--- src/inc/cfg_seq_pkg.sv ---
// Package for the power-up and reconfiguration sequencer.
// Assumes a single 200 MHz clock and a synchronous active-high reset.
package cfg_seq_pkg;
  // Clock rate
  localparam int CLK_MHZ = 200;
  // Power-on reset interval, longest time in microseconds
  localparam int POR_US = 50;
  // Longest count, rounded down, at least one cycle
  localparam int POR_CYC = (POR_US * CLK_MHZ) < 1 ? 1 : (POR_US * CLK_MHZ);
  // Reconfiguration budget in milliseconds
  localparam int RECFG_MS = 330;
  // Budget in cycles, rounded down
  localparam int RECFG_CYC = RECFG_MS * 1000 * CLK_MHZ;
  // Source settle time, kept by the far side
  localparam int SRC_SETTLE_US = 100;
  // Cycles of the initialization phase
  localparam int INIT_CYC = 4;
  // Default pin count
  localparam int NUM_IO = 8;

  // Sequencer states
  typedef enum logic [2:0] {
    ST_POR = 3'b000,
    ST_READY = 3'b001,
    ST_LOAD = 3'b010,
    ST_INIT = 3'b011,
    ST_USER = 3'b100
  } seq_state_e;

  // Configuration data beat from the source
  typedef struct packed {
    logic valid;
    logic last;
    logic [7:0] data;
  } cfg_beat_s;
endpackage : cfg_seq_pkg

--- src/hw/cfg_seq.sv ---
// Power-up, configuration and user-mode sequencer with per-pin open-drain I/O.
// Assumes config beats arrive synchronous to i_clk; i_reconfig is a raw pin.
// Function
// - Full image loaded after every power-up
// - Power-on reset clears state, readies loading
// - Power-on reset ends within 50 us
// - After load: reset registers, enable I/O, run
// - I/O high impedance until initialization done
// - Load plus init is command mode
// - Pin forces reload, reinit, then resume
// - Reconfiguration finishes under 330 ms (code only flags an overrun, does not enforce it)
// - Optional open-drain drives only low
// - Weak pull-up on pins before user mode
`timescale 1ns/1ps
module cfg_seq #(
  parameter int NUM_IO = cfg_seq_pkg::NUM_IO,
  parameter int POR_CYC = cfg_seq_pkg::POR_CYC,
  parameter int RECFG_CYC = cfg_seq_pkg::RECFG_CYC,
  parameter int IMG_DEPTH = 16
) (
  input wire logic i_clk,
  input wire logic i_srst,
  input wire logic i_reconfig,
  input wire cfg_seq_pkg::cfg_beat_s i_beat,
  input wire logic [NUM_IO-1:0] i_user_out,
  input wire logic [NUM_IO-1:0] i_user_oe,
  input wire logic [NUM_IO-1:0] i_od_sel,
  output logic [NUM_IO-1:0] o_pin_out,
  output logic [NUM_IO-1:0] o_pin_oe,
  output logic [NUM_IO-1:0] o_pin_pullup,
  output logic o_ready_for_cfg,
  output logic o_cmd_mode,
  output logic o_user_mode,
  output logic o_user_rst,
  output logic o_recfg_overrun,
  output logic [7:0] o_img_word
);
  localparam int AW = $clog2(IMG_DEPTH);
  localparam int PW = $clog2(POR_CYC + 1);
  localparam int RW = $clog2(RECFG_CYC + 1);
  localparam int IW = $clog2(cfg_seq_pkg::INIT_CYC + 1);
  // Local copy so the init-length check delays by a plain constant
  localparam int INIT_LEN = cfg_seq_pkg::INIT_CYC;

  // Present state and next state
  cfg_seq_pkg::seq_state_e state;
  cfg_seq_pkg::seq_state_e next_state;
  // Two-stage synchroniser for the pin
  logic rc_meta;
  logic rc_sync;
  // Latched reconfiguration request
  logic rc_req;
  // Phase counters
  logic [PW-1:0] por_cnt;
  logic [IW-1:0] init_cnt;
  logic [RW-1:0] recfg_cnt;
  // Reconfiguration in progress
  logic recfg_run;
  // Image write address
  logic [AW-1:0] waddr;

  // Decode of phase ends
  wire por_done = (por_cnt == PW'(POR_CYC - 1));
  wire init_done = (init_cnt == IW'(cfg_seq_pkg::INIT_CYC - 1));
  wire beat_take = i_beat.valid && (state == cfg_seq_pkg::ST_READY || state == cfg_seq_pkg::ST_LOAD);
  wire load_end = beat_take && i_beat.last;
  wire in_user = (state == cfg_seq_pkg::ST_USER);
  wire recfg_at_max = (recfg_cnt == RW'(RECFG_CYC - 1));

  // Pin sampled through two flops; only the second is read
  always_ff @(posedge i_clk) begin
    if (i_srst) begin
      rc_meta <= 1'b0;
      rc_sync <= 1'b0;
    end else begin
      rc_meta <= i_reconfig;
      rc_sync <= rc_meta;
    end
  end

  // Request held until loading restarts; set wins over clear
  always_ff @(posedge i_clk) begin
    if (i_srst) begin
      rc_req <= 1'b0;
    end else if (rc_sync && in_user) begin
      rc_req <= 1'b1;
    end else if (state == cfg_seq_pkg::ST_READY) begin
      rc_req <= 1'b0;
    end
  end

  // Next-state selection
  always_comb begin
    next_state = state;
    case (state)
      cfg_seq_pkg::ST_POR: begin
        if (por_done) begin
          next_state = cfg_seq_pkg::ST_READY;
        end
      end
      cfg_seq_pkg::ST_READY: begin
        // Source settles on its own before sending
        if (beat_take) begin
          next_state = i_beat.last ? cfg_seq_pkg::ST_INIT : cfg_seq_pkg::ST_LOAD;
        end
      end
      cfg_seq_pkg::ST_LOAD: begin
        if (load_end) begin
          next_state = cfg_seq_pkg::ST_INIT;
        end
      end
      cfg_seq_pkg::ST_INIT: begin
        if (init_done) begin
          next_state = cfg_seq_pkg::ST_USER;
        end
      end
      cfg_seq_pkg::ST_USER: begin
        if (rc_req || rc_sync) begin
          next_state = cfg_seq_pkg::ST_READY;
        end
      end
      default: begin
        next_state = cfg_seq_pkg::ST_POR;
      end
    endcase
  end

  // State register
  always_ff @(posedge i_clk) begin
    if (i_srst) begin
      state <= cfg_seq_pkg::ST_POR;
    end else begin
      state <= next_state;
    end
  end

  // Power-on interval counter
  always_ff @(posedge i_clk) begin
    if (i_srst) begin
      por_cnt <= '0;
    end else if (state == cfg_seq_pkg::ST_POR && !por_done) begin
      por_cnt <= por_cnt + PW'(1);
    end
  end

  // Initialization counter, restarted each load
  always_ff @(posedge i_clk) begin
    if (i_srst || state != cfg_seq_pkg::ST_INIT) begin
      init_cnt <= '0;
    end else if (!init_done) begin
      init_cnt <= init_cnt + IW'(1);
    end
  end

  // Image write address restarts with every load
  always_ff @(posedge i_clk) begin
    if (i_srst || state == cfg_seq_pkg::ST_INIT) begin
      waddr <= '0;
    end else if (beat_take) begin
      waddr <= waddr + AW'(1);
    end
  end

  // Reconfiguration watchdog; flags a stalled source, does not abort
  always_ff @(posedge i_clk) begin
    if (i_srst) begin
      recfg_run <= 1'b0;
      recfg_cnt <= '0;
      o_recfg_overrun <= 1'b0;
    end else if (in_user && next_state == cfg_seq_pkg::ST_READY) begin
      recfg_run <= 1'b1;
      recfg_cnt <= '0;
    end else if (recfg_run) begin
      if (in_user) begin
        recfg_run <= 1'b0;
      end else if (recfg_at_max) begin
        o_recfg_overrun <= 1'b1;
      end else begin
        recfg_cnt <= recfg_cnt + RW'(1);
      end
    end
  end

  // Mode flags and user register reset
  always_ff @(posedge i_clk) begin
    if (i_srst) begin
      o_ready_for_cfg <= 1'b0;
      o_cmd_mode <= 1'b1;
      o_user_mode <= 1'b0;
      o_user_rst <= 1'b1;
    end else begin
      o_ready_for_cfg <= (next_state == cfg_seq_pkg::ST_READY);
      o_cmd_mode <= (next_state != cfg_seq_pkg::ST_USER);
      o_user_mode <= (next_state == cfg_seq_pkg::ST_USER);
      o_user_rst <= (next_state != cfg_seq_pkg::ST_USER);
    end
  end

  // Per-pin drive: tri-state in command mode, open-drain optional
  genvar g;
  for (g = 0; g < NUM_IO; g++) begin : g_pin
    wire run = (next_state == cfg_seq_pkg::ST_USER);
    wire od_drive = i_user_oe[g] && !i_user_out[g];
    always_ff @(posedge i_clk) begin
      if (i_srst) begin
        o_pin_out[g] <= 1'b0;
        o_pin_oe[g] <= 1'b0;
        o_pin_pullup[g] <= 1'b1;
      end else begin
        o_pin_out[g] <= i_od_sel[g] ? 1'b0 : i_user_out[g];
        o_pin_oe[g] <= run && (i_od_sel[g] ? od_drive : i_user_oe[g]);
        o_pin_pullup[g] <= !run;
      end
    end
  end

  // Loaded image kept in volatile store
  cfg_image_mem #(.DEPTH(IMG_DEPTH), .AW(AW)) u_mem (
    .i_clk(i_clk),
    .i_we(beat_take),
    .i_waddr(waddr),
    .i_wdata(i_beat.data),
    .i_raddr('0),
    .o_rdata(o_img_word)
  );

  // Power-on interval ends on time
  por_len_a: assert property (@(posedge i_clk) disable iff (i_srst)
    $rose(state == cfg_seq_pkg::ST_READY) && $past(state) == cfg_seq_pkg::ST_POR |-> por_cnt == PW'(POR_CYC - 1))
    else $error("power-on interval wrong length");
  // Pins never driven outside user mode
  pin_tristate_a: assert property (@(posedge i_clk) disable iff (i_srst)
    !o_user_mode |-> o_pin_oe == '0)
    else $error("pin driven in command mode");
  // Open-drain pin never drives high
  od_low_a: assert property (@(posedge i_clk) disable iff (i_srst)
    (o_pin_oe & $past(i_od_sel) & o_pin_out) == '0)
    else $error("open-drain pin drove high");
  // Pull-up tracks command mode
  pullup_cmd_a: assert property (@(posedge i_clk) disable iff (i_srst)
    o_pin_pullup == {NUM_IO{o_cmd_mode}})
    else $error("pull-up not matching mode");
  // Init phase length before user mode
  init_user_a: assert property (@(posedge i_clk) disable iff (i_srst)
    $rose(state == cfg_seq_pkg::ST_INIT) |-> ##INIT_LEN state == cfg_seq_pkg::ST_USER)
    else $error("init phase wrong length");
  // Modes are exclusive
  mode_excl_a: assert property (@(posedge i_clk) disable iff (i_srst)
    o_cmd_mode != o_user_mode)
    else $error("mode flags overlap");
  // Pin forces command mode promptly
  pin_force_a: assert property (@(posedge i_clk) disable iff (i_srst)
    in_user && rc_sync |=> state == cfg_seq_pkg::ST_READY)
    else $error("reconfig pin ignored");
  // Latched request is cleared only by restart
  req_hold_a: assert property (@(posedge i_clk) disable iff (i_srst)
    $fell(rc_req) |-> $past(state) == cfg_seq_pkg::ST_READY)
    else $error("request dropped early");
  // Watchdog flag only after a long run
  overrun_a: assert property (@(posedge i_clk) disable iff (i_srst)
    $rose(o_recfg_overrun) |-> $past(recfg_at_max) && $past(recfg_run))
    else $error("overrun flagged early");
endmodule : cfg_seq

--- src/hw/cfg_image_mem.sv ---
// Small image store holding the loaded configuration words.
// Assumes writes from the sequencer on the same clock; read data is registered.
`timescale 1ns/1ps
module cfg_image_mem #(
  parameter int DEPTH = 16,
  parameter int AW = 4
) (
  input wire logic i_clk,
  input wire logic i_we,
  input wire logic [AW-1:0] i_waddr,
  input wire logic [7:0] i_wdata,
  input wire logic [AW-1:0] i_raddr,
  output logic [7:0] o_rdata
);
  // Volatile storage, content lost at power-off
  logic [7:0] mem [DEPTH];

  // Write port and registered read
  always_ff @(posedge i_clk) begin
    if (i_we) begin
      mem[i_waddr] <= i_wdata;
    end
    o_rdata <= mem[i_raddr];
  end
endmodule : cfg_image_mem

--- config.mk ---
export PLATFORM = sky130hd
export DESIGN_NAME = cfg_seq
export DESIGN_NICKNAME = d
export VERILOG_FILES = /design/src/inc/cfg_seq_pkg.sv /design/src/hw/cfg_seq.sv /design/src/hw/cfg_image_mem.sv
export SDC_FILE = /design/constraint.sdc
export NUM_CORES = 1
export LEC_CHECK = 0
export ABC_AREA = 1
export BUFFER_PORTS_ARGS = -buffer_cell sky130_fd_sc_hd__buf_2
export CAP_MARGIN = 20
export CELL_PAD_IN_SITES_DETAIL_PLACEMENT = 0
export CELL_PAD_IN_SITES_GLOBAL_PLACEMENT = 2
export CORE_MARGIN = 5
export CORE_UTILIZATION = 33
export CTS_CLUSTER_SIZE = 8
export DETAILED_ROUTE_END_ITERATION = 8
export PLACE_DENSITY = 0.86
export SLEW_MARGIN = 25
export SYNTH_ARGS = -nofsm -noshare
export SYNTH_HDL_FRONTEND = slang
export SYNTH_SLANG_ARGS = --single-unit
--- constraint.sdc ---
create_clock -name i_clk -period 4.55 [get_ports i_clk]
set_input_delay 0.2275 -clock i_clk [delete_from_list [all_inputs] [get_ports i_clk]]
set_output_delay 0.2275 -clock i_clk [all_outputs]
set_load 0.05 [all_outputs]
== After elaboration in Yosys (flattened, before gate mapping) ==
Memories as Yosys holds them, arrays and structs flattened. A register that Yosys moved wholly into a read port is not among the register bits.
Index checks and enable logic that the tools add are counted.

* Register bits: 75
* Memory bits (writable): 128
* Input bits: 37
* Output and inout bits: 37
* Word-level logic and storage cells: 119
* Memories kept: 1

{| class="wikitable"
|+ Memories
! memory !! depth !! bits a word !! read ports !! clocked after memory_dff !! write ports !! line !! text
|-
| u_mem.mem || 16 || 8 || 1 || 1 || 1 || cfg_image_mem.sv:16 || <nowiki>logic [7:0] mem [DEPTH];</nowiki>
|}

* Add/sub/neg operators: 4
* Equality and inequality tests: 11
* Muxes and demuxes: 22
* Bitwise gates (word level): 3
* Reductions and logical operators: 48

{| class="wikitable"
|+ Operators by type and width
! cell !! count
|-
| adder 26 x 1 -> 26 bit, second input constant || 1
|-
| equality test 26 bit, second input constant || 1
|-
| logical AND 1 bit || 21
|-
| OR reduction 2 bit || 9
|-
| 2-to-1 mux 1 bit || 16
|-
| 2-to-1 mux 3 bit || 5
|-
| case mux 3 bit (5 select lines) || 1
|-
| adder 14 x 1 -> 14 bit, second input constant || 1
|-
| equality test 14 bit, second input constant || 1
|-
| logical NOT 1 bit || 10
|-
| equality test 3 x 2 -> 1 bit, second input constant || 3
|-
| equality test 3 x 1 -> 1 bit, second input constant || 2
|-
| equality test 3 bit, second input constant || 2
|-
| adder 4 x 1 -> 4 bit, second input constant || 1
|-
| logical OR 1 bit || 4
|-
| AND reduction 4 bit || 1
|-
| adder 3 x 1 -> 3 bit, second input constant || 1
|-
| logical NOT 3 bit || 1
|-
| inequality test 3 x 2 -> 1 bit, second input constant || 1
|-
| inequality test 3 bit, second input constant || 1
|-
| inverter 1 bit || 3
|-
| AND reduction 3 bit || 1
|-
| nonzero test 2 bit || 1
|}

== Longest topological paths before layout ==
Gate-level depths: netlist of the first run.

* Depth in word-level cells: 10
* Depth in mapped cells: 10
* Mapped depth without buffers: 10

== Modules after synthesis ==
From an unflattened synthesis of the first run, not the netlist that was laid out.

* Cells, all modules: 1117
* Area total of the unflattened synthesis: 9636.7 um^2

{| class="wikitable"
|+ By module, submodules not included
! module !! instances !! cells each !! area an instance (um^2) !! seq. area each (um^2)
|-
| cfg_image_mem || 1 || 551 || 5766.8 || 4003.8
|-
| cfg_seq || 1 || 566 || 3870.0 || 1481.4
|}

== Least setup slack after synthesis of the first run ==
OpenSTA, ideal clock, no wires.

* Kind: register -> register
* Start: register state[1]
* End: memory u_mem.mem[0][0], enable pin
* Library setup time: 0.395 ns
* Arrival time: 1.495 ns
* Required time: 4.155 ns
* Setup slack: 2.660 ns
* Cell stages (with the launch flop): 6
* Buffers on the path: 0
* Period minus slack after synthesis: 1.890 ns
* Path through: dfxtp_1 > nor2_1 > nand2_1 > nand2_1 > nand2_1 > nor4_1

* Cells in the longest elaborated chain, start to end: 5
* Elaborated cells on any way between the ends: 6
* Classes of those cells: 2 x eq/ne; 2 x mux; 2 x reduce/logical

{| class="wikitable"
|+ RTL lines
! item !! line !! text
|-
| from (decl) || cfg_seq.sv:46 || <nowiki>cfg_seq_pkg::seq_state_e state;</nowiki>
|-
| from (signal assigned) || cfg_seq.sv:131 || <nowiki>state <= cfg_seq_pkg::ST_POR;</nowiki>
|-
| from (signal assigned) || cfg_seq.sv:133 || <nowiki>state <= next_state;</nowiki>
|-
| equality test 3 x 1 -> 1 bit / equality test 3 x 2 -> 1 bit (equally long branches) || cfg_seq.sv:65 || <nowiki>wire beat_take = i_beat.valid && (state == cfg_seq_pkg::ST_READY || state == cfg_seq_pkg::ST_LOAD);</nowiki>
|-
| logical OR 1 bit (*) || cfg_seq.sv:65 ||
|-
| logical AND 1 bit (*) || cfg_seq.sv:65 ||
|-
| 2-to-1 mux 1 bit (*) || cfg_image_mem.sv:20 || <nowiki>if (i_we) begin</nowiki>
|-
| 2-to-1 mux 1 bit (implied by the code) (*) || cfg_image_mem.sv:21 || <nowiki>mem[i_waddr] <= i_wdata;</nowiki>
|-
| to (decl) || cfg_image_mem.sv:16 ||
|}

Every way passes the cells marked *; elsewhere a longest branch is shown, timed or not.

== Worst setup path in the final report of the first run ==
* Start: register recfg_cnt[0]
* End: register recfg_cnt[25]

* Cells in the longest elaborated chain, start to end: 3
* Elaborated cells on any way between the ends: 4
* Classes of those cells: 1 x add/sub; 1 x eq/ne; 1 x bitwise; 1 x reduce/logical

{| class="wikitable"
|+ RTL lines
! item !! line !! text
|-
| from (decl) || cfg_seq.sv:56 || <nowiki>logic [RW-1:0] recfg_cnt;</nowiki>
|-
| from (signal assigned) || cfg_seq.sv:179 || <nowiki>recfg_cnt <= recfg_cnt + RW'(1);</nowiki>
|-
| branches (longest 3 deep; another with adder 26 x 1 -> 26 bit) || -- ||
|}

Several ways; the timed one is not identified.
A chain may end at the register's enable or synchronous reset.

==> results_dict.tcl, run 1 <==
set metrics [dict create \
    place_congestion 0.761 \
    rsz0062_at_grt "false" \
    initial_utilization 0.337 \
    ff2ff_setup_slack_ns 2.38 \
    yosys-top-cells-count "nand2_1, nor2_1, dfxtp_1" \
    worst_pin_slew_ns 0.874 \
    hold_path_end "o_pin_out[3]" \
    synth-async-reset-ratio 0 \
    syn_nets 641 \
    min-delay-start "i_od_sel[3]" \
    ant_nets 0 \
    drt_iter0_drc 158 \
    overflow 0 \
    die_y_um 124 \
    yosys.area.top_type "dfxtp_1" \
    synth.top_cell.area_share 0.385 \
    combPwrFrac 0.033 \
    worstSetupStartpointType "register" \
    powerDensity_nw_per_um2 332 \
    switchingPower_uw 344 \
    grt_pass1_wl_mm 16.3 \
    clock-sinks 90 \
    r2r_end "recfg_cnt[25]" \
    ctsLongestPathBuffers 2 \
    yosysUniqueCellTypes 28 \
    max_stage_delay_ns 0.58 \
    core_area_um2 12700 \
    wl_mm 9.68 \
    clk_pin_slew_worst_paths_ns 0.06 \
    n_antenna_cell 0 \
    rows 41 \
    nets 706 \
    viasPerCell 4.43 \
    p_seq_frac 0.480 \
    yosysWarnings 0 \
    port_buffers 73 \
    synth_flop_cell "dfxtp_1" \
    grt_max_degree 27 \
    peakVddDrop_v 0.000181 \
    cts-root-buf "clkbuf_16" \
    hold_depth 2 \
    antenna_found_initial 0 \
    status "finished clean" \
    slew_headroom 0.415 \
    fmax_mhz 461 \
    routedWlPerCell_um 11.5 \
    synth_most_common_cell "nand2_1" \
    maxSlewViolCount 0 \
    dp_hpwl_mm 7.13 \
    clock_skew_ns 0.00691 \
    setup_viol 0 \
    clockPowerShare 0.487 \
    period_needed_ns 2.17 \
    maxCapViolCount 0 \
    synth.yosys.seq_area_share 0.441 \
    critical_path_class "register to register" \
    io_pins 74 \
    p_sw_frac 0.204 \
    holdBufCountCts 0 \
    cp.arrival_ns 2.44 \
    synth_edf_count 8 \
    hp-class "input port to register" \
    clock_latency_ns 0.33 \
    cp_max_fo 26 \
    ctsResizeCount 0 \
    power_leakage_uw 0.00204 \
    finalPower_uw 1680 \
    synthCells 598 \
    synth.avg_cell_area_um2 7.14 \
    die_x_um 124 \
    critical_path_required_ns 4.82 \
    htreeDepth 3 \
    cts_setup_buffers 0 \
    syn_area_um2 4270 \
    crit_chain "ha_1 > nand3_4 > nor2_8 > nand3_4 > o21ai_4 > nand2_1 > a21oi_2" \
    cts_tree "done" \
    p_int_uw 1340 \
    area_growth_pct 18.7 \
    grt_use_total 0.131 \
    timing.rr.start "recfg_cnt[0]" \
    drive_gt1_frac 0.162 \
    route.detailed.drc 0 \
    r2r_cells 7 \
    tns_ns 0 \
    first_global_vias 3599 \
    dieArea_um2 15300 \
    area.sequential_um2 1880 \
    synth.top_cells.by_area "dfxtp_1, nand2_1, nor2_1" \
    cts_buffers 9 \
    multiInputGateArea_um2 2050 \
    drt-pass1-iter-count 4 \
    min_period_over_period 0.477 \
    vias 3724 \
    crit_path_top_delay_cell "o21ai_4" \
    finalHoldViolations 0 \
    crit_top_cell "nand3_4" \
    ys_seq_elements 90 \
    fill_cells 1370 \
    endpoint_kind "register" \
]
[state kept, by name, indices dropped and copies added, names as in the netlist, named ones only]
name             flops
recfg_cnt           26
por_cnt             14
o_pin_oe             8
o_pin_out            8
u_mem.mem            8
u_mem.o_rdata        8
waddr                4
init_cnt             3
state                3
o_ready_for_cfg      1
o_recfg_overrun      1
o_user_mode          1
o_user_rst           1
rc_meta              1
rc_req               1
rc_sync              1
[cells in the final DEF, fill, tap and decap left out, drive strengths merged, types with 6 or more instances in the layout]
cell	count
a21oi	48
buf	75
clkbuf	12
dfxtp	82
edfxtp	8
ha	6
inv	55
nand2	215
nand3	23
nand4	6
nor2	85
nor3	10
o21ai	9
xnor2	7
xor2	16
[final cells by class]
| class | count | area share |
|---|---|---|
| clock buffers | 12 | 0.0509 |
| clock inverters | 4 | 0.0146 |
| inverters | 55 | 0.0408 |
| multi-input cells | 432 | 0.405 |
| flip-flops and latches | 90 | 0.371 |
| well taps | 172 | 0.0425 |
| repair buffers | 75 | 0.0751 |
[stage by stage]
| stage | cells | area [um^2] | setup slack (ns) | util | hold WS, ns |
|---|---|---|---|---|---|
| floorplan | 598 | 4270 | 2.66 | - | 0.299 |
| global placement | 824 | 4730 | 2.31 | 0.373 | 0.324 |
| detailed placement | 824 | 4730 | 2.38 | 0.373 | 0.327 |
| CTS | 840 | 5060 | 2.36 | 0.400 | 0.0438 |
| global route | 840 | 5070 | 2.16 | 0.400 | 0.0471 |
| finish | 840 | 5070 | 2.38 | 0.400 | 0.0566 |
[layer usage]
layer  share of wire  up-vias  GRT usage
met5               0        -          0
met2            0.47       68      0.222
met4          0.0074        0     0.0270
li1                -     1996          -
met3           0.052       10     0.0377
met1            0.47     1650      0.166
[power by group through the flow]
stage	Combinational [uW]	Clock, uW	Sequential [uW]
CTS	55.9	845	808
global route	62.1	878	808
finish	55.4	821	808
floorplan	20.5	0	835
global placement	55.2	0	826
detailed placement	55.9	0	826
[cell families (layout without fill, tap and decap cells)]
| logic type | count (synthesis) | in the layout | synth area share |
|---|---|---|---|
| AOI/OAI and AO/OA | 60 | 60 | 0.0856 |
| xor gates and xnor gates | 23 | 23 | 0.0472 |
| adders and majority gates | 6 | 6 | 0.0176 |
| buffers and inverters | 76 | 146 | 0.0806 |
| DFF | 90 | 90 | 0.441 |
| and+or+nand+nor | 343 | 343 | 0.328 |
[how the worst max path moves through the flow]
stage                  from               to  slack (ns)  cells past startpoint
6_report       recfg_cnt[0]    recfg_cnt[25]        2.38                      7
5_1_grt        recfg_cnt[0]    recfg_cnt[13]        2.16                      7
4_1_cts        recfg_cnt[0]    recfg_cnt[25]        2.36                      7
3_5_place_dp   recfg_cnt[0]    recfg_cnt[23]        2.38                      7
3_3_place_gp   recfg_cnt[0]     recfg_cnt[9]        2.31                      8
2_1_floorplan      state[1]  u_mem.mem[0][0]        2.66                      5
[critical path, delay by kind of cell, from the launching register on]
family	cells	cell delay, ns
AO/OA/AOI/OAI	2	0.75
AND/OR/NAND/NOR	4	0.56
adder cells (fa/ha/maj)	1	0.35
flip-flops	1	0.44
No activity file was read; power rests on OpenSTA's default activity.
==> inputs of run 2 (changes only) <==
--- a/config.mk
+++ b/config.mk
@@ -11,10 +11,10 @@
 export CELL_PAD_IN_SITES_DETAIL_PLACEMENT = 0
 export CELL_PAD_IN_SITES_GLOBAL_PLACEMENT = 2
 export CORE_MARGIN = 5
-export CORE_UTILIZATION = 33
+export CORE_UTILIZATION = 31
 export CTS_CLUSTER_SIZE = 8
 export DETAILED_ROUTE_END_ITERATION = 8
-export PLACE_DENSITY = 0.86
+export PLACE_DENSITY = 0.82
 export SLEW_MARGIN = 25
 export SYNTH_ARGS = -nofsm -noshare
 export SYNTH_HDL_FRONTEND = slang
==> constraint.sdc (replaced) <==
create_clock -name i_clk -period 2.2 [get_ports i_clk]
set_input_delay 0.11 -clock i_clk [delete_from_list [all_inputs] [get_ports i_clk]]
set_output_delay 0.11 -clock i_clk [all_outputs]
set_load 0.05 [all_outputs]
==> run 2 against run 1 <==
  * Sequential cell count is the same
  * Core utilization grew 1.3 points
  * Via count grew 6.1%
  * Design area grew 8.9%
  * Clock skew shrank 0.0014 ns
==> results_dict.tcl, run 2 (synthesis results as in run 1) <==
set metrics [dict create \
    status "finished clean" \
    endpoint_kind "register" \
    vias 3953 \
    overflow 0 \
    grt_use_total 0.138 \
    rsz0062_at_grt "false" \
    viasPerCell 4.43 \
    grt_pass1_wl_mm 18.4 \
    power_leakage_uw 0.00227 \
    p_int_uw 2800 \
    cts_tree "done" \
    clk_pin_slew_worst_paths_ns 0.07 \
    dp.cells 845 \
    regMostFlops "recfg_cnt" \
    powerDensity_nw_per_um2 641 \
    switchingPower_uw 737 \
    port_buffers 73 \
    worstSetupStartpointType "register" \
    crit_top_cell "nand3_4" \
    peakVddDrop_v 0.000560 \
    multiInputGateArea_um2 2050 \
    met2_usage 0.233 \
    slew_headroom 0.566 \
    combPwrFrac 0.045 \
    maxCapViolCount 0 \
    final_util 0.413 \
    fill_cells 1410 \
    io_pins 74 \
    critical_path_required_ns 2.47 \
    cts_buffers 9 \
    clock_skew_ns 0.00552 \
    period_needed_ns 1.80 \
    crit_path_top_delay_cell "nor2_4" \
    clockPowerShare 0.482 \
    dp_hpwl_mm 7.83 \
    clock_latency_ns 0.34 \
    fmax_mhz 556 \
    cp.arrival_ns 2.07 \
    routedWlPerCell_um 12.2 \
    critPathTopFamily "simple AND/OR/NAND/NOR gates" \
    setup_viol 0 \
    ant_nets 0 \
    p_seq_frac 0.472 \
    core_area_um2 13300 \
    max_stage_delay_ns 0.52 \
    finalHoldViolations 0 \
    met1_usage 0.173 \
    route.detailed.drc 0 \
    grtUsageMet3 0.0442 \
    maxSlewViolCount 0 \
    initial_utilization 0.320 \
    top_regs "recfg_cnt: 26 flops, por_cnt: 14 flops" \
    dieArea_um2 16200 \
    worst_pin_slew_ns 0.650 \
    hp-class "input port to register" \
    n_antenna_cell 0 \
    first_global_vias 4020 \
    die_y_um 127 \
    drt_iter0_drc 199 \
    grt_max_degree 27 \
    crit_chain "ha_1 > nand3_4 > nor2_8 > nand3_4 > nor2_1 > nor2_4 > nand2_1 > a21oi_2" \
    cts-root-buf "clkbuf_16" \
    cts_setup_buffers 0 \
    htreeDepth 3 \
    crit_buf_inv 0 \
    p_sw_frac 0.208 \
    stdcell_count 893 \
    mostFrequentLayoutCell "nand2_1" \
    ctsLongestPathBuffers 2 \
    area.sequential_um2 1880 \
    largest_reg_flops 26 \
    clock-sinks 90 \
    die_x_um 127 \
    tns_ns 0 \
    layout_common_cells "nand2_1, nor2_1, dfxtp_1" \
    grt.busiest_layer "met2" \
    antenna_found_initial 0 \
    wl_mm 10.9 \
    rows 42 \
    drive_gt1_frac 0.176 \
    place_congestion 0.878 \
    min_period_over_period 0.817 \
    critical_path_class "register to register" \
    area_growth_pct 29.3 \
    nets 755 \
    cp_max_fo 26 \
    drt-pass1-iter-count 4 \
]
## run 2: changes by cell type in the layout (fill, tap and decap cells not counted)
cell,delta
dlygate4sd3_1,+32
o21ai_2,-1
o21ai_1,+1
buf_4,+17
clkbuf_16,-1
nor2_2,+1
nor2_1,-1
clkbuf_8,+2
clkbuf_1,-1
## run 2: worst register-to-register path: stages (launching register included)
cell and delay (ns):
dfxtp_1 0.34, ha_1 0.24, nand3_4 0.15, nor2_8 0.06, nand3_4 0.08, nor2_1 0.08
nor2_4 0.52, nand2_1 0.15, a21oi_2 0.14
## run 2: repair_timing
item | 4_1_cts | 5_1_grt
endpoints found under the hold margin | 25 | 0
gates resized for setup | 0 | 1
hold buffers | 32 | 0
endpoints found under the setup margin | 0 | 4
## run 2: power by group through the flow
stage | sequential [uW] | combinational (uW) | clock, uW
after floorplan | 1730 | 42.4 | 0
after global placement | 1710 | 118 | 0
after detailed placement | 1710 | 119 | 0
after CTS | 1670 | 161 | 1760
after global routing | 1670 | 178 | 1820
final | 1670 | 160 | 1710
## run 2: metal layers
metal	wire length (um)	vias up	part of all wire
met3	514	9	0.047
li1	-	2096	-
met5	0	-	0
met1	4980	1784	0.46
met4	110	0	0.010
met2	5310	64	0.49
## run 2: cell type report
type / count / share of cell area
multi-input combinational: 432 / 0.372
sequential: 90 / 0.341
inverter: 55 / 0.0374
clock buffer: 12 / 0.0465
clock inverter: 4 / 0.0134
timing repair buffer: 124 / 0.150
tap: 176 / 0.0399
## run 2: stage by stage
step	worst slack, ns	total power [uW]	hold WS [ns]	cell area, um^2
6_report	0.403	3540	0.0218	5520
5_1_grt	0.191	3670	0.0228	5520
4_1_cts	0.143	3600	0.00569	5510
3_5_place_dp	0.163	1830	0.287	4860
3_3_place_gp	0.0105	1830	0.280	4860
2_1_floorplan	0.310	1770	0.182	4270
## run 2: worst paths after layout
path / start / end / slack, ns / cells after the start
max: recfg_cnt[1] / recfg_cnt[16] / 0.40 / 8
min: i_user_out[6] / o_pin_oe[6] / 0.02 / 4
max reg2reg: recfg_cnt[1] / recfg_cnt[16] / 0.40 / 8
min reg2reg: u_mem.mem[0][3] / u_mem.o_rdata[3] / 0.34 / 0
